<file path="src/design/uef_pkg.sv">
// package: register map, field positions, timing and shared types of the usb event block
package uef_pkg;
  // register indices; the byte address is four times the index
  localparam logic [7:0] FLAGS_IDX = 8'hE8;
  localparam logic [7:0] IRQ_EN_IDX = 8'hE9;
  localparam logic [7:0] EP0_CTL_IDX = 8'hEA;
  localparam logic [7:0] EP12_CTL_IDX = 8'hEB;
  // event flag register fields
  localparam int FLG_SUSPEND = 7;
  localparam int FLG_BUS_RESET = 5;
  localparam int FLG_EP0_TX = 4;
  localparam int FLG_EP0_RX = 3;
  localparam int FLG_EP12_TX = 2;
  localparam int FLG_EOP = 1;
  localparam int FLG_WAKEUP = 0;
  localparam logic [7:0] FLAGS_RW_MASK = 8'h9F;
  // endpoint-0 control register fields
  localparam int CTL0_TOGGLE = 7;
  localparam int CTL0_STALL = 6;
  localparam int CTL0_TX_EN = 5;
  localparam int CTL0_RX_EN = 4;
  localparam int BYTE_COUNT_W = 4;
  // interrupt enable and endpoint-1/2 control fields
  localparam int IEN_SYS_RESET = 6;
  localparam int CTL12_TX_EN = 5;
  localparam logic [7:0] CTL12_MASK = 8'h20;
  // reset values
  localparam logic [7:0] FLAGS_RST = 8'h00;
  localparam logic [7:0] IRQ_EN_RST = 8'h00;
  localparam logic [7:0] EP0_CTL_RST = 8'h00;
  localparam logic [7:0] EP12_CTL_RST = 8'h00;
  // line timing
  localparam int CLK_PERIOD_NS = 25;
  localparam int EOP_SE0_MIN_NS = 330;
  localparam int BUS_RESET_SE0_NS = 2500;
  localparam int EOP_SE0_CYC = (EOP_SE0_MIN_NS + CLK_PERIOD_NS - 1) / CLK_PERIOD_NS;
  localparam int BUS_RESET_CYC = (BUS_RESET_SE0_NS + CLK_PERIOD_NS - 1) / CLK_PERIOD_NS;
  localparam int SE0_CNT_W = 8;

  typedef enum logic [1:0] {
    UEF_TOK_OUT = 2'h0,
    UEF_TOK_IN = 2'h1,
    UEF_TOK_SETUP = 2'h2,
    UEF_TOK_OTHER = 2'h3
  } uef_tok_t;

  typedef enum logic [2:0] {
    UEF_RESP_NAK = 3'h0,
    UEF_RESP_STALL = 3'h1,
    UEF_RESP_ACK = 3'h2,
    UEF_RESP_DATA = 3'h3,
    UEF_RESP_NONE = 3'h7
  } uef_resp_t;
endpackage : uef_pkg

</file>
<file path="src/design/uef_link_if.sv">
// interface: control state and events between the register file and the handshake decider
`timescale 1ns/100ps
`default_nettype none
interface uef_link_if;
  import uef_pkg::*;
  logic tok_valid;
  uef_tok_t tok_kind;
  logic [1:0] tok_ep;
  logic host_ack;
  logic data_good;
  logic ep0_force_stall;
  logic tx0_en;
  logic rx0_en;
  logic tx12_en;
  logic tx0_done;
  logic rx0_done;
  logic tx12_done;
  logic resp_valid;
  uef_resp_t resp;
  logic set_tx0;
  logic set_rx0;
  logic set_tx12;
  logic clr_stall;
  modport regs (output tok_valid, tok_kind, tok_ep, host_ack, data_good, ep0_force_stall, tx0_en, rx0_en, tx12_en,
    tx0_done, rx0_done, tx12_done, input resp_valid, resp, set_tx0, set_rx0, set_tx12, clr_stall);
  modport decide (input tok_valid, tok_kind, tok_ep, host_ack, data_good, ep0_force_stall, tx0_en, rx0_en, tx12_en,
    tx0_done, rx0_done, tx12_done, output resp_valid, resp, set_tx0, set_rx0, set_tx12, clr_stall);
endinterface : uef_link_if
`default_nettype wire

</file>
<file path="src/design/uef_top.sv">
// top: usb event flags, endpoint-0 control registers, line event detection and avalon slave
// What this block does
// ep0 transmit-done flag set after host ack
// ep0 IN answered NAK while transmit-done set
// software clears ep0 transmit-done, sets transmit enable
// ep0 receive-done set after data accepted, acked
// ep0 OUT answered NAK while receive-done set
// software clears receive-done, sets receive enable
// shared ep1/2 transmit-done set after host ack
// ep1/2 IN NAK while shared flag set
// end-of-packet flag set on valid line EOP
// wakeup flag set on activity while suspended
// ep0 toggle select picks DATA0 or DATA1
// software alone toggles the ep0 data toggle
// force-stall makes ep0 IN and OUT STALL
// SETUP token clears ep0 force-stall automatically
// ep0 IN NAK when disabled or done set
// software manages ep0 transmit enable
// ep0 OUT NAK when disabled or done set
// low nibble gives ep0 transmit byte count
// bus reset resets system when enabled
// flags 5..0 each interrupt only when their enable set; the suspend flag never interrupts
// bus-reset flag read-only, set on line reset
//
// The Avalon-MM slave port was decided locally.
`timescale 1ns/100ps
`default_nettype none
module uef_top
  import uef_pkg::*;
(
  input wire logic clock_i,
  input wire logic rst_n_i,
  input wire logic [9:0] avs_address_i,
  input wire logic avs_read_i,
  input wire logic avs_write_i,
  input wire logic [31:0] avs_writedata_i,
  input wire logic [3:0] avs_byteenable_i,
  output logic [31:0] avs_readdata_o,
  output logic avs_waitrequest_o,
  input wire logic dp_i,
  input wire logic dm_i,
  input wire logic sie_token_valid_i,
  input wire logic [1:0] sie_token_kind_i,
  input wire logic [1:0] sie_token_ep_i,
  input wire logic sie_host_ack_i,
  input wire logic sie_data_good_i,
  output logic resp_valid_o,
  output logic [2:0] resp_code_o,
  output logic resp_data1_o,
  output logic [BYTE_COUNT_W-1:0] ep0_byte_count_o,
  output logic suspend_o,
  output logic irq_o,
  output logic system_reset_o
);
  function automatic logic reg_hit(input logic [9:0] addr, input logic [7:0] idx);
    reg_hit = (addr[9:2] == idx) && (addr[1:0] == 2'h0);
  endfunction : reg_hit

  uef_link_if lk ();

  uef_handshake u_handshake (
    .clock_i(clock_i),
    .rst_n_i(rst_n_i),
    .lk(lk)
  );

  logic [7:0] flags;
  logic [7:0] irq_en;
  logic [7:0] ep0_ctl;
  logic [7:0] ep12_ctl;
  logic [7:0] next_flags;
  logic [7:0] next_ep0_ctl;
  logic [7:0] next_ep12_ctl;
  logic ack_q;

  // line sampling: two stages before anything looks at the pins
  logic dp_meta;
  logic dm_meta;
  logic dp_s;
  logic dm_s;
  logic [SE0_CNT_W-1:0] se0_cnt;
  logic bus_reset_seen;
  logic prev_se0;

  // ---------------- avalon slave ----------------
  // one wait cycle per access: the answer lands at the second edge of the request
  wire bus_req = avs_read_i || avs_write_i;
  wire wr_fire = avs_write_i && ack_q && avs_byteenable_i[0];
  wire rd_fire = avs_read_i && ack_q;
  wire hit_flags = reg_hit(avs_address_i, FLAGS_IDX);
  wire hit_irq_en = reg_hit(avs_address_i, IRQ_EN_IDX);
  wire hit_ep0 = reg_hit(avs_address_i, EP0_CTL_IDX);
  wire hit_ep12 = reg_hit(avs_address_i, EP12_CTL_IDX);
  wire wr_flags = wr_fire && hit_flags;
  wire wr_irq_en = wr_fire && hit_irq_en;
  wire wr_ep0 = wr_fire && hit_ep0;
  wire wr_ep12 = wr_fire && hit_ep12;
  wire rd_flags = rd_fire && hit_flags;
  wire [7:0] wdata = avs_writedata_i[7:0];

  logic [7:0] read_mux;
  always_comb begin
    if (hit_flags) begin
      read_mux = flags;
    end else if (hit_irq_en) begin
      read_mux = irq_en;
    end else if (hit_ep0) begin
      read_mux = ep0_ctl;
    end else if (hit_ep12) begin
      read_mux = ep12_ctl;
    end else begin
      read_mux = 8'h00;
    end
  end

  assign avs_waitrequest_o = bus_req && !ack_q;

  always_ff @(posedge clock_i) begin
    if (!rst_n_i) begin
      ack_q <= 1'b0;
      avs_readdata_o <= 32'h00000000;
    end else begin
      ack_q <= bus_req && !ack_q;
      if (avs_read_i && !ack_q) begin
        avs_readdata_o <= {24'h000000, read_mux};
      end
    end
  end

  // ---------------- line event detection ----------------
  wire line_se0 = !dp_s && !dm_s;
  wire line_j = !dp_s && dm_s;
  wire se0_long = (se0_cnt >= SE0_CNT_W'(BUS_RESET_CYC));
  wire eop_seen = prev_se0 && line_j && (se0_cnt >= SE0_CNT_W'(EOP_SE0_CYC)) && !se0_long;
  wire bus_reset_evt = se0_long && !bus_reset_seen;
  wire activity = !line_j && flags[FLG_SUSPEND];

  always_ff @(posedge clock_i) begin
    if (!rst_n_i) begin
      dp_meta <= 1'b0;
      dm_meta <= 1'b1;
      dp_s <= 1'b0;
      dm_s <= 1'b1;
    end else begin
      dp_meta <= dp_i;
      dm_meta <= dm_i;
      dp_s <= dp_meta;
      dm_s <= dm_meta;
    end
  end

  // se0 length is held after the line returns to J so the eop check can read it
  always_ff @(posedge clock_i) begin
    if (!rst_n_i) begin
      se0_cnt <= '0;
      prev_se0 <= 1'b0;
    end else begin
      prev_se0 <= line_se0;
      if (line_se0 && !prev_se0) begin
        se0_cnt <= SE0_CNT_W'(1);
      end else if (line_se0 && !se0_long) begin
        se0_cnt <= se0_cnt + SE0_CNT_W'(1);
      end else if (!line_se0 && !prev_se0) begin
        se0_cnt <= '0;
      end
    end
  end

  // a bus-reset event when the se0 stretch gets long, and one more the second cycle after the line leaves se0
  always_ff @(posedge clock_i) begin
    if (!rst_n_i) begin
      bus_reset_seen <= 1'b0;
    end else if (bus_reset_evt) begin
      bus_reset_seen <= 1'b1;
    end else if (!line_se0) begin
      bus_reset_seen <= 1'b0;
    end
  end

  // ---------------- link to handshake decider ----------------
  assign lk.tok_valid = sie_token_valid_i;
  assign lk.tok_kind = uef_tok_t'(sie_token_kind_i);
  assign lk.tok_ep = sie_token_ep_i;
  assign lk.host_ack = sie_host_ack_i;
  assign lk.data_good = sie_data_good_i;
  assign lk.ep0_force_stall = ep0_ctl[CTL0_STALL];
  assign lk.tx0_en = ep0_ctl[CTL0_TX_EN];
  assign lk.rx0_en = ep0_ctl[CTL0_RX_EN];
  assign lk.tx12_en = ep12_ctl[CTL12_TX_EN];
  assign lk.tx0_done = flags[FLG_EP0_TX];
  assign lk.rx0_done = flags[FLG_EP0_RX];
  assign lk.tx12_done = flags[FLG_EP12_TX];

  // ---------------- event flags ----------------
  // hardware sets beat a software write in the same cycle, so no event is lost except in a bus-reset cycle, which drops them
  logic [7:0] hw_set;
  always_comb begin
    hw_set = 8'h00;
    hw_set[FLG_EP0_TX] = lk.set_tx0;
    hw_set[FLG_EP0_RX] = lk.set_rx0;
    hw_set[FLG_EP12_TX] = lk.set_tx12;
    hw_set[FLG_EOP] = eop_seen;
    hw_set[FLG_WAKEUP] = activity;
  end

  always_comb begin
    next_flags = flags;
    if (wr_flags) begin
      next_flags = (flags & ~FLAGS_RW_MASK) | (wdata & FLAGS_RW_MASK);
    end
    // bus-reset flag: software cannot write it; a read of the register clears it
    if (rd_flags) begin
      next_flags[FLG_BUS_RESET] = 1'b0;
    end
    if (bus_reset_evt) begin
      next_flags = FLAGS_RST;
      next_flags[FLG_BUS_RESET] = 1'b1;
    end else begin
      next_flags = next_flags | hw_set;
    end
    next_flags[6] = 1'b0;
  end

  // ---------------- endpoint control ----------------
  // a SETUP clearing stall is taken over a software write landing in the same cycle
  always_comb begin
    next_ep0_ctl = ep0_ctl;
    next_ep12_ctl = ep12_ctl;
    if (wr_ep0) begin
      next_ep0_ctl = wdata;
    end
    if (wr_ep12) begin
      next_ep12_ctl = wdata & CTL12_MASK;
    end
    if (lk.clr_stall) begin
      next_ep0_ctl[CTL0_STALL] = 1'b0;
    end
    if (bus_reset_evt) begin
      next_ep0_ctl = EP0_CTL_RST;
      next_ep12_ctl = EP12_CTL_RST;
    end
  end

  always_ff @(posedge clock_i) begin
    if (!rst_n_i) begin
      flags <= FLAGS_RST;
    end else begin
      flags <= next_flags;
    end
  end

  always_ff @(posedge clock_i) begin
    if (!rst_n_i) begin
      ep0_ctl <= EP0_CTL_RST;
      ep12_ctl <= EP12_CTL_RST;
    end else begin
      ep0_ctl <= next_ep0_ctl;
      ep12_ctl <= next_ep12_ctl;
    end
  end

  // the enable register survives a bus reset, so a system reset request stays armed
  always_ff @(posedge clock_i) begin
    if (!rst_n_i) begin
      irq_en <= IRQ_EN_RST;
    end else if (wr_irq_en) begin
      irq_en <= wdata;
    end
  end

  // ---------------- outputs toward the sie and the system ----------------
  // the interrupt is a plain level: bits 5..0 of flags line up with bits 5..0 of the enable register
  wire irq_next = |(flags[5:0] & irq_en[5:0]);
  wire sys_reset_next = irq_en[IEN_SYS_RESET] && se0_long;

  // resp_code_o falls back to none between answers; only resp_valid_o marks a handshake
  always_ff @(posedge clock_i) begin
    if (!rst_n_i) begin
      resp_valid_o <= 1'b0;
      resp_code_o <= UEF_RESP_NONE;
      resp_data1_o <= 1'b0;
      ep0_byte_count_o <= '0;
    end else begin
      resp_valid_o <= lk.resp_valid;
      resp_code_o <= lk.resp;
      resp_data1_o <= ep0_ctl[CTL0_TOGGLE];
      ep0_byte_count_o <= ep0_ctl[BYTE_COUNT_W-1:0];
    end
  end

  // system reset follows the se0 stretch and drops a few cycles after the line returns to J
  always_ff @(posedge clock_i) begin
    if (!rst_n_i) begin
      suspend_o <= 1'b0;
      irq_o <= 1'b0;
      system_reset_o <= 1'b0;
    end else begin
      suspend_o <= flags[FLG_SUSPEND];
      irq_o <= irq_next;
      system_reset_o <= sys_reset_next;
    end
  end
endmodule : uef_top
`default_nettype wire

</file>
<file path="src/design/uef_handshake.sv">
// handshake decider: answers endpoint tokens and reports completed transfers
`timescale 1ns/100ps
`default_nettype none
module uef_handshake
  import uef_pkg::*;
(
  input wire logic clock_i,
  input wire logic rst_n_i,
  uef_link_if.decide lk
);
  typedef enum logic [3:0] {
    ST_IDLE = 4'b0001,
    ST_WAIT_ACK0 = 4'b0010,
    ST_WAIT_ACK12 = 4'b0100,
    ST_WAIT_DATA0 = 4'b1000
  } uef_state_t;

  uef_state_t state;
  uef_state_t next_state;

  wire ep0 = (lk.tok_ep == 2'h0);
  wire ep12 = (lk.tok_ep == 2'h1) || (lk.tok_ep == 2'h2);
  wire in_tok = lk.tok_valid && (lk.tok_kind == UEF_TOK_IN);
  wire out_tok = lk.tok_valid && (lk.tok_kind == UEF_TOK_OUT);
  wire setup_tok = lk.tok_valid && (lk.tok_kind == UEF_TOK_SETUP);
  wire ep0_in_blocked = !lk.tx0_en || lk.tx0_done;
  wire ep0_out_blocked = !lk.rx0_en || lk.rx0_done;
  wire ep12_in_blocked = !lk.tx12_en || lk.tx12_done;

  // a new token always wins over a wait, so a lost host ack cannot hang the decider
  always_comb begin
    next_state = state;
    lk.resp_valid = 1'b0;
    lk.resp = UEF_RESP_NONE;
    lk.set_tx0 = 1'b0;
    lk.set_rx0 = 1'b0;
    lk.set_tx12 = 1'b0;
    lk.clr_stall = 1'b0;
    if (setup_tok && ep0) begin
      lk.clr_stall = 1'b1;
      next_state = ST_WAIT_DATA0;
    end else if ((in_tok || out_tok) && ep0 && lk.ep0_force_stall) begin
      lk.resp_valid = 1'b1;
      lk.resp = UEF_RESP_STALL;
      next_state = ST_IDLE;
    end else if (in_tok && ep0) begin
      lk.resp_valid = 1'b1;
      lk.resp = ep0_in_blocked ? UEF_RESP_NAK : UEF_RESP_DATA;
      next_state = ep0_in_blocked ? ST_IDLE : ST_WAIT_ACK0;
    end else if (out_tok && ep0) begin
      if (ep0_out_blocked) begin
        lk.resp_valid = 1'b1;
        lk.resp = UEF_RESP_NAK;
      end
      next_state = ep0_out_blocked ? ST_IDLE : ST_WAIT_DATA0;
    end else if (in_tok && ep12) begin
      lk.resp_valid = 1'b1;
      lk.resp = ep12_in_blocked ? UEF_RESP_NAK : UEF_RESP_DATA;
      next_state = ep12_in_blocked ? ST_IDLE : ST_WAIT_ACK12;
    end else if (lk.tok_valid) begin
      next_state = ST_IDLE;
    end else begin
      case (state)
        ST_WAIT_ACK0: begin
          if (lk.host_ack) begin
            lk.set_tx0 = 1'b1;
            next_state = ST_IDLE;
          end
        end
        ST_WAIT_ACK12: begin
          if (lk.host_ack) begin
            lk.set_tx12 = 1'b1;
            next_state = ST_IDLE;
          end
        end
        ST_WAIT_DATA0: begin
          if (lk.data_good) begin
            lk.resp_valid = 1'b1;
            lk.resp = UEF_RESP_ACK;
            lk.set_rx0 = 1'b1;
            next_state = ST_IDLE;
          end
        end
        default: next_state = ST_IDLE;
      endcase
    end
  end

  always_ff @(posedge clock_i) begin
    if (!rst_n_i) begin
      state <= ST_IDLE;
    end else begin
      state <= next_state;
    end
  end
endmodule : uef_handshake
`default_nettype wire

</file>
<file path="config.mk">
export PLATFORM = sky130hd
export DESIGN_NAME = uef_top
export DESIGN_NICKNAME = d
export VERILOG_FILES = /design/src/design/uef_pkg.sv /design/src/design/uef_link_if.sv /design/src/design/uef_top.sv /design/src/design/uef_handshake.sv
export SDC_FILE = /design/constraint.sdc
export NUM_CORES = 1
export LEC_CHECK = 0
export BUFFER_PORTS_ARGS = -buffer_cell sky130_fd_sc_hd__buf_2
export CORE_UTILIZATION = 47
export CTS_BUF_LIST = sky130_fd_sc_hd__clkbuf_8
export DETAILED_ROUTE_END_ITERATION = 12
export HOLD_SLACK_MARGIN = 0.1
export PLACE_DENSITY = 0.79
export REMOVE_ABC_BUFFERS = 1
export SYNTH_ARGS = -nofsm -noshare
export SYNTH_HDL_FRONTEND = slang
export SYNTH_SLANG_ARGS = --single-unit
</file>
<file path="constraint.sdc">
create_clock -name clock_i -period 2 [get_ports clock_i]
set_clock_uncertainty 0.05 [all_clocks]
set_input_delay 0.3 -clock clock_i [delete_from_list [all_inputs] [get_ports clock_i]]
set_output_delay 0.3 -clock clock_i [all_outputs]
set_load 0.03 [all_outputs]
</file>
# ---- Word level (Yosys, flattened, before mapping)
# Index checks and enable logic that the tools add are counted.
dict set report op_classes {
  n_addsub 1
  n_lt_le_gt_ge 2
  eq_ne 16
  muxes 63
  n_bitwise 4
  reduce_logical 65
}
# operator count
set ops {}
lappend ops {{8-bit two-way mux} 6}
lappend ops {{4-bit two-way mux} 9}
lappend ops {{1-bit logical AND} 34}
lappend ops {{1-bit two-way mux} 33}
lappend ops {{8-bit equality test, second input constant} 4}
lappend ops {{3-bit two-way mux} 9}
lappend ops {{6-bit two-way mux} 2}
lappend ops {{1-bit zero test} 11}
lappend ops {{8-bit by 1-bit adder with 8-bit output, second input constant} 1}
lappend ops {{8-bit by 4-bit >= comparator with 1-bit output, second input constant} 1}
lappend ops {{8-bit by 7-bit >= comparator with 1-bit output, second input constant} 1}
lappend ops {{8-bit by 1-bit != test with 1-bit output, second input constant} 1}
lappend ops {{8-bit by 3-bit != test with 1-bit output, second input constant} 1}
lappend ops {{7-bit by 8-bit bitwise OR with 8-bit output} 1}
lappend ops {{8-bit by 5-bit bitwise OR with 8-bit output} 1}
lappend ops {{4-bit one-hot mux with 2 select lines} 1}
lappend ops {{2-bit OR reduction} 4}
lappend ops {{6-bit AND} 1}
lappend ops {{2-bit zero test} 3}
lappend ops {{1-bit logical OR} 6}
lappend ops {{2-bit two-way mux} 3}
lappend ops {{6-bit by 1-bit != test with 1-bit output, second input constant} 1}
lappend ops {{6-bit by 3-bit != test with 1-bit output, second input constant} 1}
lappend ops {{3-bit OR reduction} 2}
lappend ops {{other kinds (11)} 14}
dict set report word_totals {
  ff_bits 64
  input_bits 59
  out_inout_bits 45
  wordCells 178
}

# ---- Longest topological paths before layout
# Gate-level depths: netlist (run 1).
dict set report depth {
  word_depth 10
  depth_mapped 7
}

# ---- Modules after synthesis
# From an unflattened synthesis (run 1), not the netlist that was laid out.
dict set report unflattened {
  cells_unflattened 335
  area_unflattened_um2 3044.2
}
# module n_inst cells_each area_per_inst_um2
set by_module_without_submodules {}
lappend by_module_without_submodules {uef_top 1 280 2640.0}
lappend by_module_without_submodules {uef_handshake 1 55 404.1}

# ---- Worst setup path before layout (run 1)
# OpenSTA, ideal clock, no wires.
dict set report synth_timing {
  path_type {input port to flip-flop}
  start {in avs_address_i[1]}
  end {reg irq_en[5]}
  setup_ns 0.132
  arrival_ns 1.780
  t_required_ns 1.818
  setup_slack_ns 0.037
  cell_stages 7
  path_buffers 3
  path_cell_list {or2_2 > buf_2 > or4_1 > clkbuf_1 > clkbuf_1 > o21ai_0 > a21oi_1}
}
dict set report synth_between {
  elab_chain_cells 3
}
# element line
set synth_lines {}
lappend synth_lines {{start: declaration} uef_top.sv:33} ;# input wire logic [9:0] avs_address_i,
lappend synth_lines {{2-bit zero test} uef_top.sv:56} ;# reg_hit = (addr[9:2] == idx) && (addr[1:0] == 2'h0);
lappend synth_lines {{1-bit logical AND} uef_top.sv:56}
lappend synth_lines {{1-bit logical AND} uef_top.sv:95} ;# wire wr_irq_en = wr_fire && hit_irq_en;
lappend synth_lines {{end signal: assignment} uef_top.sv:267} ;# irq_en <= wdata;
lappend synth_lines {{end: declaration} uef_top.sv:68} ;# logic [7:0] irq_en;
# Every way passes these cells.
# A chain may end at the register's enable or synchronous reset.

# ---- Final worst setup path (run 1)
dict set report layout_timing {
  start {reg ack_q}
  end {reg ep0_ctl[6]}
}
dict set report layout_between {
  elab_chain_cells 3
}
# element line
set layout_lines {}
lappend layout_lines {{start: declaration} uef_top.sv:74} ;# logic ack_q;
lappend layout_lines {{start signal: assignment} uef_top.sv:123} ;# ack_q <= bus_req && !ack_q;
lappend layout_lines {{1-bit logical AND (2 in a row)} uef_top.sv:88} ;# wire wr_fire = avs_write_i && ack_q && avs_byteenable_i[0];
lappend layout_lines {{1-bit logical AND} uef_top.sv:96} ;# wire wr_ep0 = wr_fire && hit_ep0;
lappend layout_lines {{end signal: assignment} uef_top.sv:257} ;# ep0_ctl <= next_ep0_ctl;
lappend layout_lines {{end: declaration} uef_top.sv:69} ;# logic [7:0] ep0_ctl;
# Every way passes these cells.

==> results of run 1 <==
final timing paths:
kind                 startpoint          to  slack, ns  cells after the start
max reg2reg               ack_q  ep0_ctl[6]       0.24                      5
min          avs_writedata_i[6]   irq_en[6]       0.17                      3
min reg2reg             dm_meta        dm_s       0.36                      1
max                       ack_q  ep0_ctl[6]       0.24                      5
sequential cells by signal, indices dropped and copies added (netlist names), 3 cells and up:
name and cells:
avs_readdata_o 8, ep0_byte_count_o 4, flags 7, se0_cnt 8, resp_code_o 3, u_handshake.state 4, irq_en 8, ep0_ctl 8
where the power goes:
group | leakage (nW) | switching [W] | internal (W) | total, W
logic | 0.835 | 0.000180 | 0.0000783 | 0.000258
clock network | 0.0871 | 0.000493 | 0.000562 | 0.00106
registers | 0.510 | 0.00000854 | 0.00127 | 0.00128
worst max-delay path: stages, from the launching register on:
cell and delay [ns]:
sky130_fd_sc_hd__dfxtp_1 0.41, sky130_fd_sc_hd__nand3_1 0.21, sky130_fd_sc_hd__or4_1 0.44, sky130_fd_sc_hd__buf_4 0.21, sky130_fd_sc_hd__o21ai_0 0.20, sky130_fd_sc_hd__a211oi_1 0.09
layer usage:
layer	vias up	GRT usage, %	wire, µm	part of all wire, %
li1	1332	-	-	-
met2	110	35.2	3350	48
met1	1238	28.7	2980	43
met3	16	6.89	507	7.3
met5	-	0	0	0
met4	0	8.07	138	2.0
cell type report:
cell class	count	share of cell area, %
multi-input combinational	258	43.6
clock inverter	6	1.77
sequential	63	35.6
clock buffer	9	3.50
tap	75	2.65
timing repair buffer	71	11.9
inverter	10	1.06
cell usage in the layout, fill, tap and decap left out, types with 2 or more instances in the layout:
| cell type | netlist | final |
|---|---|---|
| sky130_fd_sc_hd__and3_1 | 4 | 4 |
| sky130_fd_sc_hd__dfxtp_1 | 63 | 63 |
| sky130_fd_sc_hd__conb_1 | 1 | 24 |
| sky130_fd_sc_hd__mux2i_1 | 6 | 6 |
| sky130_fd_sc_hd__and2_1 | 10 | 10 |
| sky130_fd_sc_hd__nor4_1 | 2 | 2 |
| sky130_fd_sc_hd__nand3b_1 | 5 | 5 |
| sky130_fd_sc_hd__nand2b_1 | 8 | 8 |
| sky130_fd_sc_hd__clkbuf_8 | 0 | 9 |
| sky130_fd_sc_hd__nand4b_1 | 4 | 4 |
| sky130_fd_sc_hd__nor3_1 | 8 | 8 |
| sky130_fd_sc_hd__inv_1 | 9 | 9 |
| sky130_fd_sc_hd__a22o_1 | 6 | 6 |
| sky130_fd_sc_hd__dlygate4sd3_1 | 0 | 2 |
| sky130_fd_sc_hd__clkinvlp_4 | 0 | 3 |
| sky130_fd_sc_hd__a22oi_1 | 3 | 3 |
| sky130_fd_sc_hd__o21ai_0 | 29 | 29 |
| sky130_fd_sc_hd__or2_2 | 2 | 2 |
| sky130_fd_sc_hd__xor2_1 | 4 | 4 |
| sky130_fd_sc_hd__a221oi_1 | 3 | 3 |
| sky130_fd_sc_hd__o32ai_1 | 2 | 2 |
| sky130_fd_sc_hd__a31oi_1 | 3 | 3 |
| sky130_fd_sc_hd__nand2_1 | 14 | 14 |
| sky130_fd_sc_hd__a21oi_1 | 25 | 25 |
| sky130_fd_sc_hd__o41ai_1 | 2 | 2 |
| sky130_fd_sc_hd__a21oi_2 | 5 | 5 |
| sky130_fd_sc_hd__buf_4 | 24 | 16 |
| sky130_fd_sc_hd__buf_2 | 3 | 52 |
| sky130_fd_sc_hd__clkinv_2 | 0 | 2 |
| sky130_fd_sc_hd__nor2b_1 | 8 | 8 |
| sky130_fd_sc_hd__ha_1 | 3 | 3 |
| sky130_fd_sc_hd__nand3_1 | 29 | 29 |
| sky130_fd_sc_hd__nor4b_1 | 2 | 2 |
| sky130_fd_sc_hd__nor2_1 | 18 | 18 |
| sky130_fd_sc_hd__nor3b_1 | 2 | 2 |
| sky130_fd_sc_hd__or4_1 | 2 | 2 |
| sky130_fd_sc_hd__nand4_1 | 6 | 6 |
through the flow:
stage / total power (W) / instance area (µm²)
2_1_floorplan: 0.00145 / 2840
3_3_place_gp: 0.00155 / 3340
3_5_place_dp: 0.00156 / 3340
4_1_cts: 0.00261 / 3530
5_1_grt: 0.00271 / 3540
6_report: 0.00259 / 3540
logic make-up after synthesis:
group | Yosys count | share of synthesized area [%]
compound gates | 88 | 18.3
xor+xnor | 4 | 1.17
fa+ha+maj | 3 | 1.25
buf+inv | 49 | 9.50
flops | 63 | 42.0
mux | 6 | 2.00
other cells | 1 | 0.125
simple gates | 133 | 25.6
==> impl_metrics.prom, run 1 <==
# TYPE chip_impl_metric gauge
chip_impl_info{name="outcome",value="finished, final reports clean"} 1
chip_impl_metric{name="vias_per_cell",unit=""} 5.48
chip_impl_metric{name="core_occupancy_in_the_finished_layout",unit="%"} 58.8
chip_impl_metric{name="layout_cells_sized_above_1",unit="%"} 23.3
chip_impl_metric{name="clock_latency_at_the_later_pin_of_the_worst_skew_pair",unit="ns"} 0.34
chip_impl_metric{name="drv_slew",unit=""} 0
chip_impl_metric{name="worst_path_fanout_max",unit=""} 17
chip_impl_metric{name="post_synthesis_instance_area",unit="µm²"} 3000
chip_impl_metric{name="clock.fmax",unit="MHz"} 569
chip_impl_metric{name="timing.final.crit_period",unit="ns"} 1.76
chip_impl_metric{name="cts_repair_resize_count",unit=""} 0
chip_impl_info{name="most_area_consuming_cells_after_synthesis",value="sky130_fd_sc_hd__dfxtp_1 42%, sky130_fd_sc_hd__buf_4 6.0%, sky130_fd_sc_hd__nand3_1 4.8%, sky130_fd_sc_hd__o21ai_0 4.8%, sky130_fd_sc_hd__a21oi_1 4.2%"} 1
chip_impl_metric{name="hold_buffers",unit=""} 1
chip_impl_metric{name="synth_seq_area_share",unit="%"} 42.0
chip_impl_metric{name="place_congestion",unit=""} 0.839
chip_impl_metric{name="track_usage",unit="%"} 22.4
chip_impl_metric{name="die_y",unit="µm"} 81.9
chip_impl_info{name="synthMostInstantiatedCell",value="sky130_fd_sc_hd__dfxtp_1"} 1
chip_impl_metric{name="final.setup.worst_slack",unit="ns"} 0.241
chip_impl_metric{name="clock_tree.htree_level_count",unit=""} 3
chip_impl_metric{name="grt_pass1_wl",unit="mm"} 11.3
chip_impl_metric{name="ys_warn_count",unit=""} 0
chip_impl_metric{name="drc_errors",unit=""} 0
chip_impl_metric{name="i_o_buffers",unit=""} 52
chip_impl_metric{name="cts_inserted_buffers",unit=""} 9
chip_impl_metric{name="global_route.overflow_total",unit=""} 0
chip_impl_metric{name="number_of_optimization_iterations_in_the_first_detailed_route_pass",unit=""} 4
chip_impl_metric{name="ioPinCount",unit=""} 104
chip_impl_info{name="timing.critical_path.from_type",value="register"} 1
chip_impl_metric{name="n_fill_cell",unit=""} 552
chip_impl_metric{name="dp_hpwl",unit="mm"} 5.01
chip_impl_metric{name="yosys.cell_types.count",unit=""} 56
chip_impl_info{name="synth_top_cell_by_area",value="sky130_fd_sc_hd__dfxtp_1"} 1
chip_impl_metric{name="power.density",unit="nW/µm²"} 731
chip_impl_metric{name="hold_violations",unit=""} 0
chip_impl_metric{name="totalWireLength",unit="mm"} 6.97
chip_impl_metric{name="timing.hold.ws",unit="ns"} 0.172
chip_impl_metric{name="multi_input_area",unit="µm²"} 1540
chip_impl_metric{name="pin_count_of_the_biggest_net_entering_global_routing",unit=""} 23
chip_impl_metric{name="first_global_vias",unit=""} 2386
chip_impl_metric{name="synth_cells",unit=""} 347
chip_impl_metric{name="dr.first_iter.drc_count",unit=""} 253
chip_impl_metric{name="slew_headroom",unit="%"} 58.8
chip_impl_metric{name="wl_per_cell",unit="µm"} 14.2
chip_impl_metric{name="antenna_found_initial",unit=""} 0
chip_impl_metric{name="area.sequential",unit="µm²"} 1260
chip_impl_metric{name="yosys.area.top_type_share",unit="%"} 42.0
chip_impl_metric{name="final_cells",unit=""} 492
chip_impl_metric{name="post-place-ws",unit="ns"} 0.0606
chip_impl_metric{name="asyncSetResetFlopFracSynth",unit="%"} 0
chip_impl_metric{name="layout_area_overhead",unit="%"} 18.0
chip_impl_info{name="root_buffer",value="sky130_fd_sc_hd__clkbuf_8"} 1
chip_impl_info{name="criticalPathCategory",value="reg -> reg"} 1
chip_impl_metric{name="drt.antenna.violating_nets",unit=""} 0
chip_impl_metric{name="syn_avg_cell_area",unit="µm²"} 8.65
chip_impl_metric{name="via_total_after_detailed_routing",unit=""} 2696
chip_impl_info{name="ys_dominant_reg_cell",value="sky130_fd_sc_hd__dfxtp_1"} 1
chip_impl_metric{name="post-cts-setup-buffers",unit=""} 0
chip_impl_info{name="list_of_most_frequent_post_synthesis_cells",value="63 x sky130_fd_sc_hd__dfxtp_1, 29 x sky130_fd_sc_hd__nand3_1, 29 x sky130_fd_sc_hd__o21ai_0"} 1
chip_impl_metric{name="start_util",unit="%"} 49.8
chip_impl_info{name="tritoncts",value="built"} 1
chip_impl_metric{name="yosys_register_bits",unit=""} 63
chip_impl_metric{name="clock_buffer_depth",unit=""} 2
chip_impl_metric{name="number_of_endpoints_failing_setup_at_the_final_stage",unit=""} 0
chip_impl_metric{name="synth-edff-count",unit=""} 0
chip_impl_metric{name="dp.cells",unit=""} 475
chip_impl_metric{name="finalCritPeriodShare",unit="%"} 87.9
chip_impl_metric{name="antenna_cells",unit=""} 0
chip_impl_metric{name="arrival",unit="ns"} 1.91
chip_impl_metric{name="finalNetCount",unit=""} 475
chip_impl_metric{name="clkTransAtPathRegs",unit="ns"} 0.07
chip_impl_metric{name="maxCapViolCount",unit=""} 0
chip_impl_metric{name="cp_data_required_time",unit="ns"} 2.15
chip_impl_metric{name="rows",unit=""} 28
chip_impl_metric{name="setup-tns-final",unit="ns"} 0
chip_impl_info{name="grt_setup_unrepaired",value="no"} 1
chip_impl_info{name="hold_path.class",value="in -> reg"} 1
chip_impl_metric{name="core_area",unit="µm²"} 6030
chip_impl_metric{name="die_w",unit="µm"} 81.9
chip_impl_metric{name="clock_sink_count",unit=""} 63
chip_impl_metric{name="worst_pin_slew",unit="ns"} 0.613
chip_impl_metric{name="leakage",unit="nW"} 1.43
chip_impl_metric{name="vdd.ir_drop.worst",unit="mV"} 0.563
chip_impl_info{name="cp-end-kind",value="register"} 1
chip_impl_metric{name="design.die.area",unit="µm²"} 6710
Power figures use the tool's default switching activity.
==> run 2, diff against run 1 <==
--- a/config.mk
+++ b/config.mk
@@ -5,12 +5,15 @@
 export SDC_FILE = /design/constraint.sdc
 export NUM_CORES = 1
 export LEC_CHECK = 0
+export ABC_AREA = 1
 export BUFFER_PORTS_ARGS = -buffer_cell sky130_fd_sc_hd__buf_2
-export CORE_UTILIZATION = 47
+export CELL_PAD_IN_SITES_DETAIL_PLACEMENT = 1
+export CELL_PAD_IN_SITES_GLOBAL_PLACEMENT = 1
+export CORE_UTILIZATION = 33
 export CTS_BUF_LIST = sky130_fd_sc_hd__clkbuf_8
 export DETAILED_ROUTE_END_ITERATION = 12
 export HOLD_SLACK_MARGIN = 0.1
-export PLACE_DENSITY = 0.79
+export PLACE_DENSITY_LB_ADDON = 0.1
 export REMOVE_ABC_BUFFERS = 1
 export SYNTH_ARGS = -nofsm -noshare
 export SYNTH_HDL_FRONTEND = slang
==> impl_metrics.prom, run 2 <==
# TYPE chip_impl_metric gauge
chip_impl_metric{name="synth_cells",unit=""} 467
chip_impl_metric{name="first_global_vias",unit=""} 3015
chip_impl_info{name="list_of_most_frequent_post_synthesis_cells",value="112 x sky130_fd_sc_hd__nand2_1, 76 x sky130_fd_sc_hd__inv_1, 63 x sky130_fd_sc_hd__dfxtp_1"} 1
chip_impl_metric{name="via_total_after_detailed_routing",unit=""} 3047
chip_impl_metric{name="rows",unit=""} 35
chip_impl_metric{name="worst-r2r-setup-slack",unit="ns"} 0.37
chip_impl_metric{name="worst_path_fanout_max",unit=""} 6
chip_impl_metric{name="clkTransAtPathRegs",unit="ns"} 0.08
chip_impl_info{name="largest_family_of_logic_cells_by_synthesized_area",value="simple AND/OR/NAND/NOR gates"} 1
chip_impl_info{name="timing.critical_path.from_type",value="register"} 1
chip_impl_metric{name="antenna_cells",unit=""} 0
chip_impl_metric{name="start_util",unit="%"} 34.7
chip_impl_info{name="critical-path-top-delay-family",value="simple AND/OR/NAND/NOR gates"} 1
chip_impl_metric{name="drc_errors",unit=""} 0
chip_impl_metric{name="synth.area.mux_share",unit="%"} 0
chip_impl_metric{name="cts_inserted_buffers",unit=""} 9
chip_impl_metric{name="antenna_found_initial",unit=""} 0
chip_impl_metric{name="synth-edff-count",unit=""} 0
chip_impl_metric{name="timing.reg2reg.worst_path_depth",unit=""} 7
chip_impl_metric{name="xor_xnor_share_of_the_synthesized_area",unit="%"} 0
chip_impl_info{name="grt_setup_unrepaired",value="no"} 1
chip_impl_metric{name="synth_seq_area_share",unit="%"} 38.6
chip_impl_info{name="layout.cells.most_common_list",value="112 x sky130_fd_sc_hd__nand2_1, 78 x sky130_fd_sc_hd__inv_1, 63 x sky130_fd_sc_hd__dfxtp_1"} 1
chip_impl_metric{name="place_congestion",unit=""} 0.770
chip_impl_metric{name="setup-tns-final",unit="ns"} 0
chip_impl_info{name="outcome",value="finished, final reports clean"} 1
chip_impl_metric{name="syn_avg_cell_area",unit="µm²"} 7.00
chip_impl_info{name="reg_to_reg_end",value="flags[1]"} 1
chip_impl_metric{name="yosys_register_bits",unit=""} 63
chip_impl_metric{name="number_of_endpoints_failing_setup_at_the_final_stage",unit=""} 0
chip_impl_metric{name="cp_num_buf_inv",unit=""} 2
chip_impl_metric{name="maxCapViolCount",unit=""} 0
chip_impl_info{name="tritoncts",value="built"} 1
chip_impl_metric{name="cts_repair_resize_count",unit=""} 0
chip_impl_info{name="timing.critical_path.cells",value="nand3_2 -> inv_2 -> nand4_1 -> nand2_1 -> nand3_1 -> nand2_1 -> inv_1"} 1
chip_impl_metric{name="hold_violations",unit=""} 0
chip_impl_metric{name="yosys.area.top_type_share",unit="%"} 38.6
chip_impl_metric{name="totalWireLength",unit="mm"} 9.09
chip_impl_metric{name="ioPinCount",unit=""} 104
chip_impl_metric{name="post_synthesis_instance_area",unit="µm²"} 3270
chip_impl_metric{name="timing.hold.ws",unit="ns"} 0.188
chip_impl_info{name="min_to",value="ep0_ctl[7]"} 1
chip_impl_metric{name="clock_latency_at_the_later_pin_of_the_worst_skew_pair",unit="ns"} 0.34
chip_impl_info{name="crit_path_top_delay_cell",value="sky130_fd_sc_hd__dfxtp_1"} 1
chip_impl_metric{name="synth_compound_area_share",unit="%"} 11.7
chip_impl_metric{name="asyncSetResetFlopFracSynth",unit="%"} 0
chip_impl_metric{name="n_fill_cell",unit=""} 1237
chip_impl_info{name="cp-end-kind",value="register"} 1
chip_impl_metric{name="clock.fmax",unit="MHz"} 614
chip_impl_metric{name="arrival",unit="ns"} 1.82
chip_impl_metric{name="core_area",unit="µm²"} 9420
chip_impl_metric{name="pin_count_of_the_biggest_net_entering_global_routing",unit=""} 18
chip_impl_metric{name="hold_buffers",unit=""} 2
chip_impl_metric{name="die_w",unit="µm"} 102
chip_impl_metric{name="track_usage",unit="%"} 18.9
chip_impl_metric{name="post-cts-setup-buffers",unit=""} 0
chip_impl_metric{name="dr.first_iter.drc_count",unit=""} 71
chip_impl_metric{name="wl_per_cell",unit="µm"} 13.7
chip_impl_metric{name="min_path_cells",unit=""} 3
chip_impl_metric{name="clock_sink_count",unit=""} 63
chip_impl_info{name="hold_path.class",value="in -> reg"} 1
chip_impl_info{name="regToRegStartpoint",value="ack_q"} 1
chip_impl_info{name="hold_path_startpoint",value="avs_writedata_i[7]"} 1
chip_impl_info{name="most_area_consuming_cells_after_synthesis",value="sky130_fd_sc_hd__dfxtp_1 39%, sky130_fd_sc_hd__nand2_1 13%, sky130_fd_sc_hd__inv_1 8.7%, sky130_fd_sc_hd__buf_4 5.7%, sky130_fd_sc_hd__nand3_1 5.5%"} 1
chip_impl_metric{name="clock_tree.htree_level_count",unit=""} 3
chip_impl_metric{name="vdd.ir_drop.worst",unit="mV"} 0.244
chip_impl_info{name="synthMostInstantiatedCell",value="sky130_fd_sc_hd__nand2_1"} 1
chip_impl_metric{name="leakage",unit="nW"} 1.88
chip_impl_metric{name="post_synth_fa_ha_maj_area_fraction",unit="%"} 1.15
chip_impl_info{name="synth_top_cell_by_area",value="sky130_fd_sc_hd__dfxtp_1"} 1
chip_impl_info{name="crit_start",value="ack_q"} 1
chip_impl_metric{name="yosys.cell_types.count",unit=""} 30
chip_impl_metric{name="drv_slew",unit=""} 0
chip_impl_info{name="mostFrequentLayoutCell",value="sky130_fd_sc_hd__nand2_1"} 1
chip_impl_info{name="criticalPathCategory",value="reg -> reg"} 1
chip_impl_info{name="ys_dominant_reg_cell",value="sky130_fd_sc_hd__dfxtp_1"} 1
chip_impl_metric{name="power.density",unit="nW/µm²"} 738
chip_impl_info{name="crit_top_cell",value="sky130_fd_sc_hd__nand2_1"} 1
chip_impl_metric{name="drt.antenna.violating_nets",unit=""} 0
chip_impl_metric{name="clock_buffer_depth",unit=""} 2
chip_impl_metric{name="grt_pass1_wl",unit="mm"} 14.8
chip_impl_info{name="root_buffer",value="sky130_fd_sc_hd__clkbuf_8"} 1
chip_impl_metric{name="finalCritPeriodShare",unit="%"} 81.4
chip_impl_metric{name="i_o_buffers",unit=""} 52
chip_impl_metric{name="timing.final.crit_period",unit="ns"} 1.63
chip_impl_metric{name="design.die.area",unit="µm²"} 10300
chip_impl_metric{name="cp_data_required_time",unit="ns"} 2.19
chip_impl_metric{name="share_of_synthesized_cell_area_in_and_or_nand_and_nor_gates",unit="%"} 32.5
chip_impl_metric{name="layout_area_overhead",unit="%"} 17.3
chip_impl_metric{name="die_y",unit="µm"} 102
chip_impl_metric{name="layout_cells_sized_above_1",unit="%"} 19.1
chip_impl_metric{name="max_stage_delay",unit="ns"} 0.41
chip_impl_metric{name="number_of_optimization_iterations_in_the_first_detailed_route_pass",unit=""} 4
chip_impl_metric{name="finalNetCount",unit=""} 590
chip_impl_metric{name="global_route.overflow_total",unit=""} 0
chip_impl_metric{name="ys_warn_count",unit=""} 0
chip_impl_metric{name="dp_hpwl",unit="mm"} 7.16
chip_impl_metric{name="vias_per_cell",unit=""} 4.60
[run 2: final cells by class]
class | instances | area [µm²] | area share (%)
well taps | 129 | 161 | 4.21
clock inverters | 5 | 72.6 | 1.89
repair buffers | 58 | 310 | 8.09
multi-input cells | 316 | 1570 | 41.0
clock buffers | 11 | 151 | 3.95
inverters | 80 | 305 | 7.96
flip-flops and latches | 63 | 1260 | 32.9
[run 2: power breakdown]
part | switching, W | internal [W]
sequential | 0.00000932 | 0.00127
clock | 0.000511 | 0.000760
combinational | 0.000206 | 0.0000707
total | 0.000727 | 0.00210
[run 2: layer usage]
layer	routed length [µm]	share of wire [%]	GRT usage, %	vias up
met5	0	0	0	-
met4	77	0.85	7.02	0
met3	330	3.6	3.38	7
met2	4310	47	31.3	59
met1	4380	48	24.6	1433
li1	-	-	-	1548
[run 2: logic make-up after synthesis]
| group | count (synthesis) |
|---|---|
| adder cells (fa/ha/maj) | 3 |
| buffers and inverters | 111 |
| AND/OR/NAND/NOR | 221 |
| other | 1 |
| AO/OA/AOI/OAI | 68 |
| flip-flops | 63 |
[run 2: how the worst max path moves through the flow]
| stage | end | cells past startpoint | slack (ns) |
|---|---|---|---|
| after global routing | flags[2] | 7 | 0.21 |
| after floorplan | flags[0] | 9 | 0.53 |
| after CTS | flags[1] | 7 | 0.36 |
| after detailed placement | u_handshake.state[0] | 10 | 0.32 |
| after global placement | u_handshake.state[0] | 10 | 0.34 |
| final | flags[1] | 7 | 0.37 |
[run 2: stage by stage]
step	instances	setup WS (ns)	util, %	area, µm²	power, W
2_1_floorplan	459	0.531	-	3140	0.00148
3_3_place_gp	644	0.341	38.1	3590	0.00158
3_5_place_dp	644	0.325	38.1	3590	0.00158
4_1_cts	662	0.361	40.7	3830	0.00286
5_1_grt	662	0.209	40.7	3830	0.00295
6_report	662	0.372	40.7	3830	0.00283
[run 2: tightest hold or removal path, cell delays in order]
cell and delay [ns]:
sky130_fd_sc_hd__buf_2 0.12, sky130_fd_sc_hd__nand2_1 0.08, sky130_fd_sc_hd__a21oi_2 0.05
==> run 3, diff against run 2 <==
==> constraint.sdc (replaced) <==
create_clock -name clock_i -period 1.4 [get_ports clock_i]
set_clock_uncertainty 0.05 [all_clocks]
set_input_delay 0.21 -clock clock_i [delete_from_list [all_inputs] [get_ports clock_i]]
set_output_delay 0.21 -clock clock_i [all_outputs]
set_load 0.03 [all_outputs]
==> impl_metrics.prom, run 3 (same netlist as run 2, synthesis figures left out) <==
# TYPE chip_impl_metric gauge
chip_impl_metric{name="timing.reg2reg.worst_path_depth",unit=""} 6
chip_impl_info{name="mostFrequentLayoutCell",value="sky130_fd_sc_hd__nand2_1"} 1
chip_impl_info{name="criticalPathCategory",value="reg -> out"} 1
chip_impl_info{name="cp-end-kind",value="output port"} 1
chip_impl_metric{name="clock_buffer_depth",unit=""} 2
chip_impl_metric{name="number_of_endpoints_failing_setup_at_the_final_stage",unit=""} 0
chip_impl_metric{name="i_o_buffers",unit=""} 52
chip_impl_metric{name="drv_slew",unit=""} 0
chip_impl_metric{name="rows",unit=""} 35
chip_impl_info{name="outcome",value="finished, final reports clean"} 1
chip_impl_metric{name="n_fill_cell",unit=""} 1226
chip_impl_metric{name="global_route.overflow_total",unit=""} 0
chip_impl_info{name="crit_start",value="ack_q"} 1
chip_impl_info{name="tritoncts",value="built"} 1
chip_impl_metric{name="die_w",unit="µm"} 102
chip_impl_metric{name="worst-r2r-setup-slack",unit="ns"} 0.11
chip_impl_metric{name="worst_path_fanout_max",unit=""} 4
chip_impl_metric{name="dr.first_iter.drc_count",unit=""} 81
chip_impl_info{name="hold_path.class",value="in -> reg"} 1
chip_impl_info{name="root_buffer",value="sky130_fd_sc_hd__clkbuf_8"} 1
chip_impl_metric{name="finalNetCount",unit=""} 619
chip_impl_metric{name="post-place-ws",unit="ns"} -0.0493
chip_impl_metric{name="antenna_cells",unit=""} 0
chip_impl_metric{name="setup-tns-final",unit="ns"} 0
chip_impl_metric{name="pin_count_of_the_biggest_net_entering_global_routing",unit=""} 17
chip_impl_metric{name="maxCapViolCount",unit=""} 0
chip_impl_metric{name="core_area",unit="µm²"} 9420
chip_impl_metric{name="area.sequential",unit="µm²"} 1260
chip_impl_metric{name="grt_pass1_wl",unit="mm"} 15.3
chip_impl_metric{name="hold_violations",unit=""} 0
chip_impl_metric{name="vias_per_cell",unit=""} 4.63
chip_impl_metric{name="power.density",unit="nW/µm²"} 913
chip_impl_info{name="layout.cells.most_common_list",value="109 x sky130_fd_sc_hd__nand2_1, 76 x sky130_fd_sc_hd__inv_1, 61 x sky130_fd_sc_hd__dfxtp_1"} 1
chip_impl_metric{name="final.setup.worst_slack",unit="ns"} 0.0631
chip_impl_metric{name="number_of_optimization_iterations_in_the_first_detailed_route_pass",unit=""} 4
chip_impl_info{name="timing.critical_path.from_type",value="register"} 1
chip_impl_metric{name="design.die.area",unit="µm²"} 10300
chip_impl_metric{name="start_util",unit="%"} 34.7
chip_impl_metric{name="place_congestion",unit=""} 0.776
chip_impl_metric{name="vdd.ir_drop.worst",unit="mV"} 0.352
chip_impl_metric{name="drc_errors",unit=""} 0
chip_impl_metric{name="multi_input_area",unit="µm²"} 1600
chip_impl_metric{name="totalWireLength",unit="mm"} 9.23
chip_impl_metric{name="drt.antenna.violating_nets",unit=""} 0
chip_impl_metric{name="clock.fmax",unit="MHz"} 748
chip_impl_info{name="regToRegStartpoint",value="ack_q"} 1
chip_impl_metric{name="finalCritPeriodShare",unit="%"} 95.5
chip_impl_metric{name="clock_sink_count",unit=""} 63
chip_impl_metric{name="dp_hpwl",unit="mm"} 7.26
chip_impl_metric{name="track_usage",unit="%"} 19.5
chip_impl_metric{name="cts_inserted_buffers",unit=""} 9
chip_impl_metric{name="via_total_after_detailed_routing",unit=""} 3196
chip_impl_metric{name="timing.final.crit_period",unit="ns"} 1.34
chip_impl_metric{name="leakage",unit="nW"} 2.00
chip_impl_metric{name="clkTransAtPathRegs",unit="ns"} 0.06
chip_impl_metric{name="wl_per_cell",unit="µm"} 13.4
chip_impl_metric{name="first_global_vias",unit=""} 3149
chip_impl_metric{name="antenna_found_initial",unit=""} 0
chip_impl_metric{name="clock_latency_at_the_later_pin_of_the_worst_skew_pair",unit="ns"} 0.34
chip_impl_info{name="reg_to_reg_end",value="irq_en[4]"} 1
chip_impl_metric{name="layout_cells_sized_above_1",unit="%"} 24.4
chip_impl_metric{name="layout_area_overhead",unit="%"} 24.8
chip_impl_metric{name="ioPinCount",unit=""} 104
chip_impl_metric{name="arrival",unit="ns"} 1.08
chip_impl_info{name="timing.critical_path.to",value="avs_waitrequest_o"} 1
chip_impl_metric{name="die_y",unit="µm"} 102
chip_impl_metric{name="clock_tree.htree_level_count",unit=""} 3
chip_impl_metric{name="cp_data_required_time",unit="ns"} 1.14
-- run 3: changes by cell type in the layout (fill, tap and decap cells not counted), moves of 3 or more --
cell / delta
sky130_fd_sc_hd__dlygate4sd3_1: +5
sky130_fd_sc_hd__inv_2: +3
sky130_fd_sc_hd__buf_4: +21
sky130_fd_sc_hd__buf_12: +3
sky130_fd_sc_hd__nand2_1: -3
sky130_fd_sc_hd__nand2_2: +3
-- run 3: report_power, final --
group / internal [W] / leakage [nW] / total (W) / switching, W
Sequential: 0.00181 / 0.511 / 0.00183 / 0.0000113
Combinational: 0.000140 / 1.39 / 0.000449 / 0.000309
Clock: 0.000761 / 0.102 / 0.00145 / 0.000691
-- run 3: worst min path at each step --
| stage | cells after the start | slack, ns | startpoint | to |
|---|---|---|---|---|
| 4_1_cts | 3 | 0.10 | avs_writedata_i[7] | ep0_ctl[7] |
| 6_report | 3 | 0.12 | avs_writedata_i[7] | ep0_ctl[7] |
| 3_5_place_dp | 3 | 0.35 | dp_i | dp_meta |
| 2_1_floorplan | 1 | 0.24 | rst_n_i | u_handshake.state[0] |
| 5_1_grt | 3 | 0.10 | avs_writedata_i[7] | ep0_ctl[7] |
| 3_3_place_gp | 3 | 0.35 | dp_i | dp_meta |
-- run 3: what timing repair did --
item | 4_1_cts | 5_1_grt
resized for setup | 0 | 15
endpoints found under the hold margin | 7 | 0
setup buffers | 0 | 0
hold buffers | 7 | 0
setup endpoints to repair | 0 | 25
-- run 3: area by class of cell --
class / count / share of cell area, %
multi-input combinational: 316 / 39.1
clock inverter: 3 / 0.276
inverter: 80 / 7.48
timing repair buffer: 87 / 14.2
clock buffer: 12 / 4.05
tap: 129 / 3.95
sequential: 63 / 31.0
-- run 3: worst max-delay path, stage by stage, from the launching register on --
cell and delay [ns]:
sky130_fd_sc_hd__dfxtp_1 0.32, sky130_fd_sc_hd__buf_4 0.14, sky130_fd_sc_hd__nor2_1 0.09, sky130_fd_sc_hd__buf_2 0.20
-- run 3: routing by layer --
metal | vias to the layer above | track usage, % | part of all wire [%]
met3 | 11 | 3.17 | 3.1
met2 | 56 | 33.0 | 48
li1 | 1603 | - | -
met4 | 0 | 6.69 | 1.3
met5 | - | 0 | 0
met1 | 1526 | 25.1 | 47
-- run 3: through the flow --
step	utilization (%)	instance area [µm²]	hold slack, ns	cells	power [W]
3_5_place_dp	40.4	3810	0.348	668	0.00230
6_report	43.3	4080	0.119	690	0.00373
4_1_cts	43.1	4050	0.101	690	0.00378
5_1_grt	43.3	4080	0.100	690	0.00392
2_1_floorplan	-	3140	0.240	459	0.00212
3_3_place_gp	40.4	3810	0.348	668	0.00229
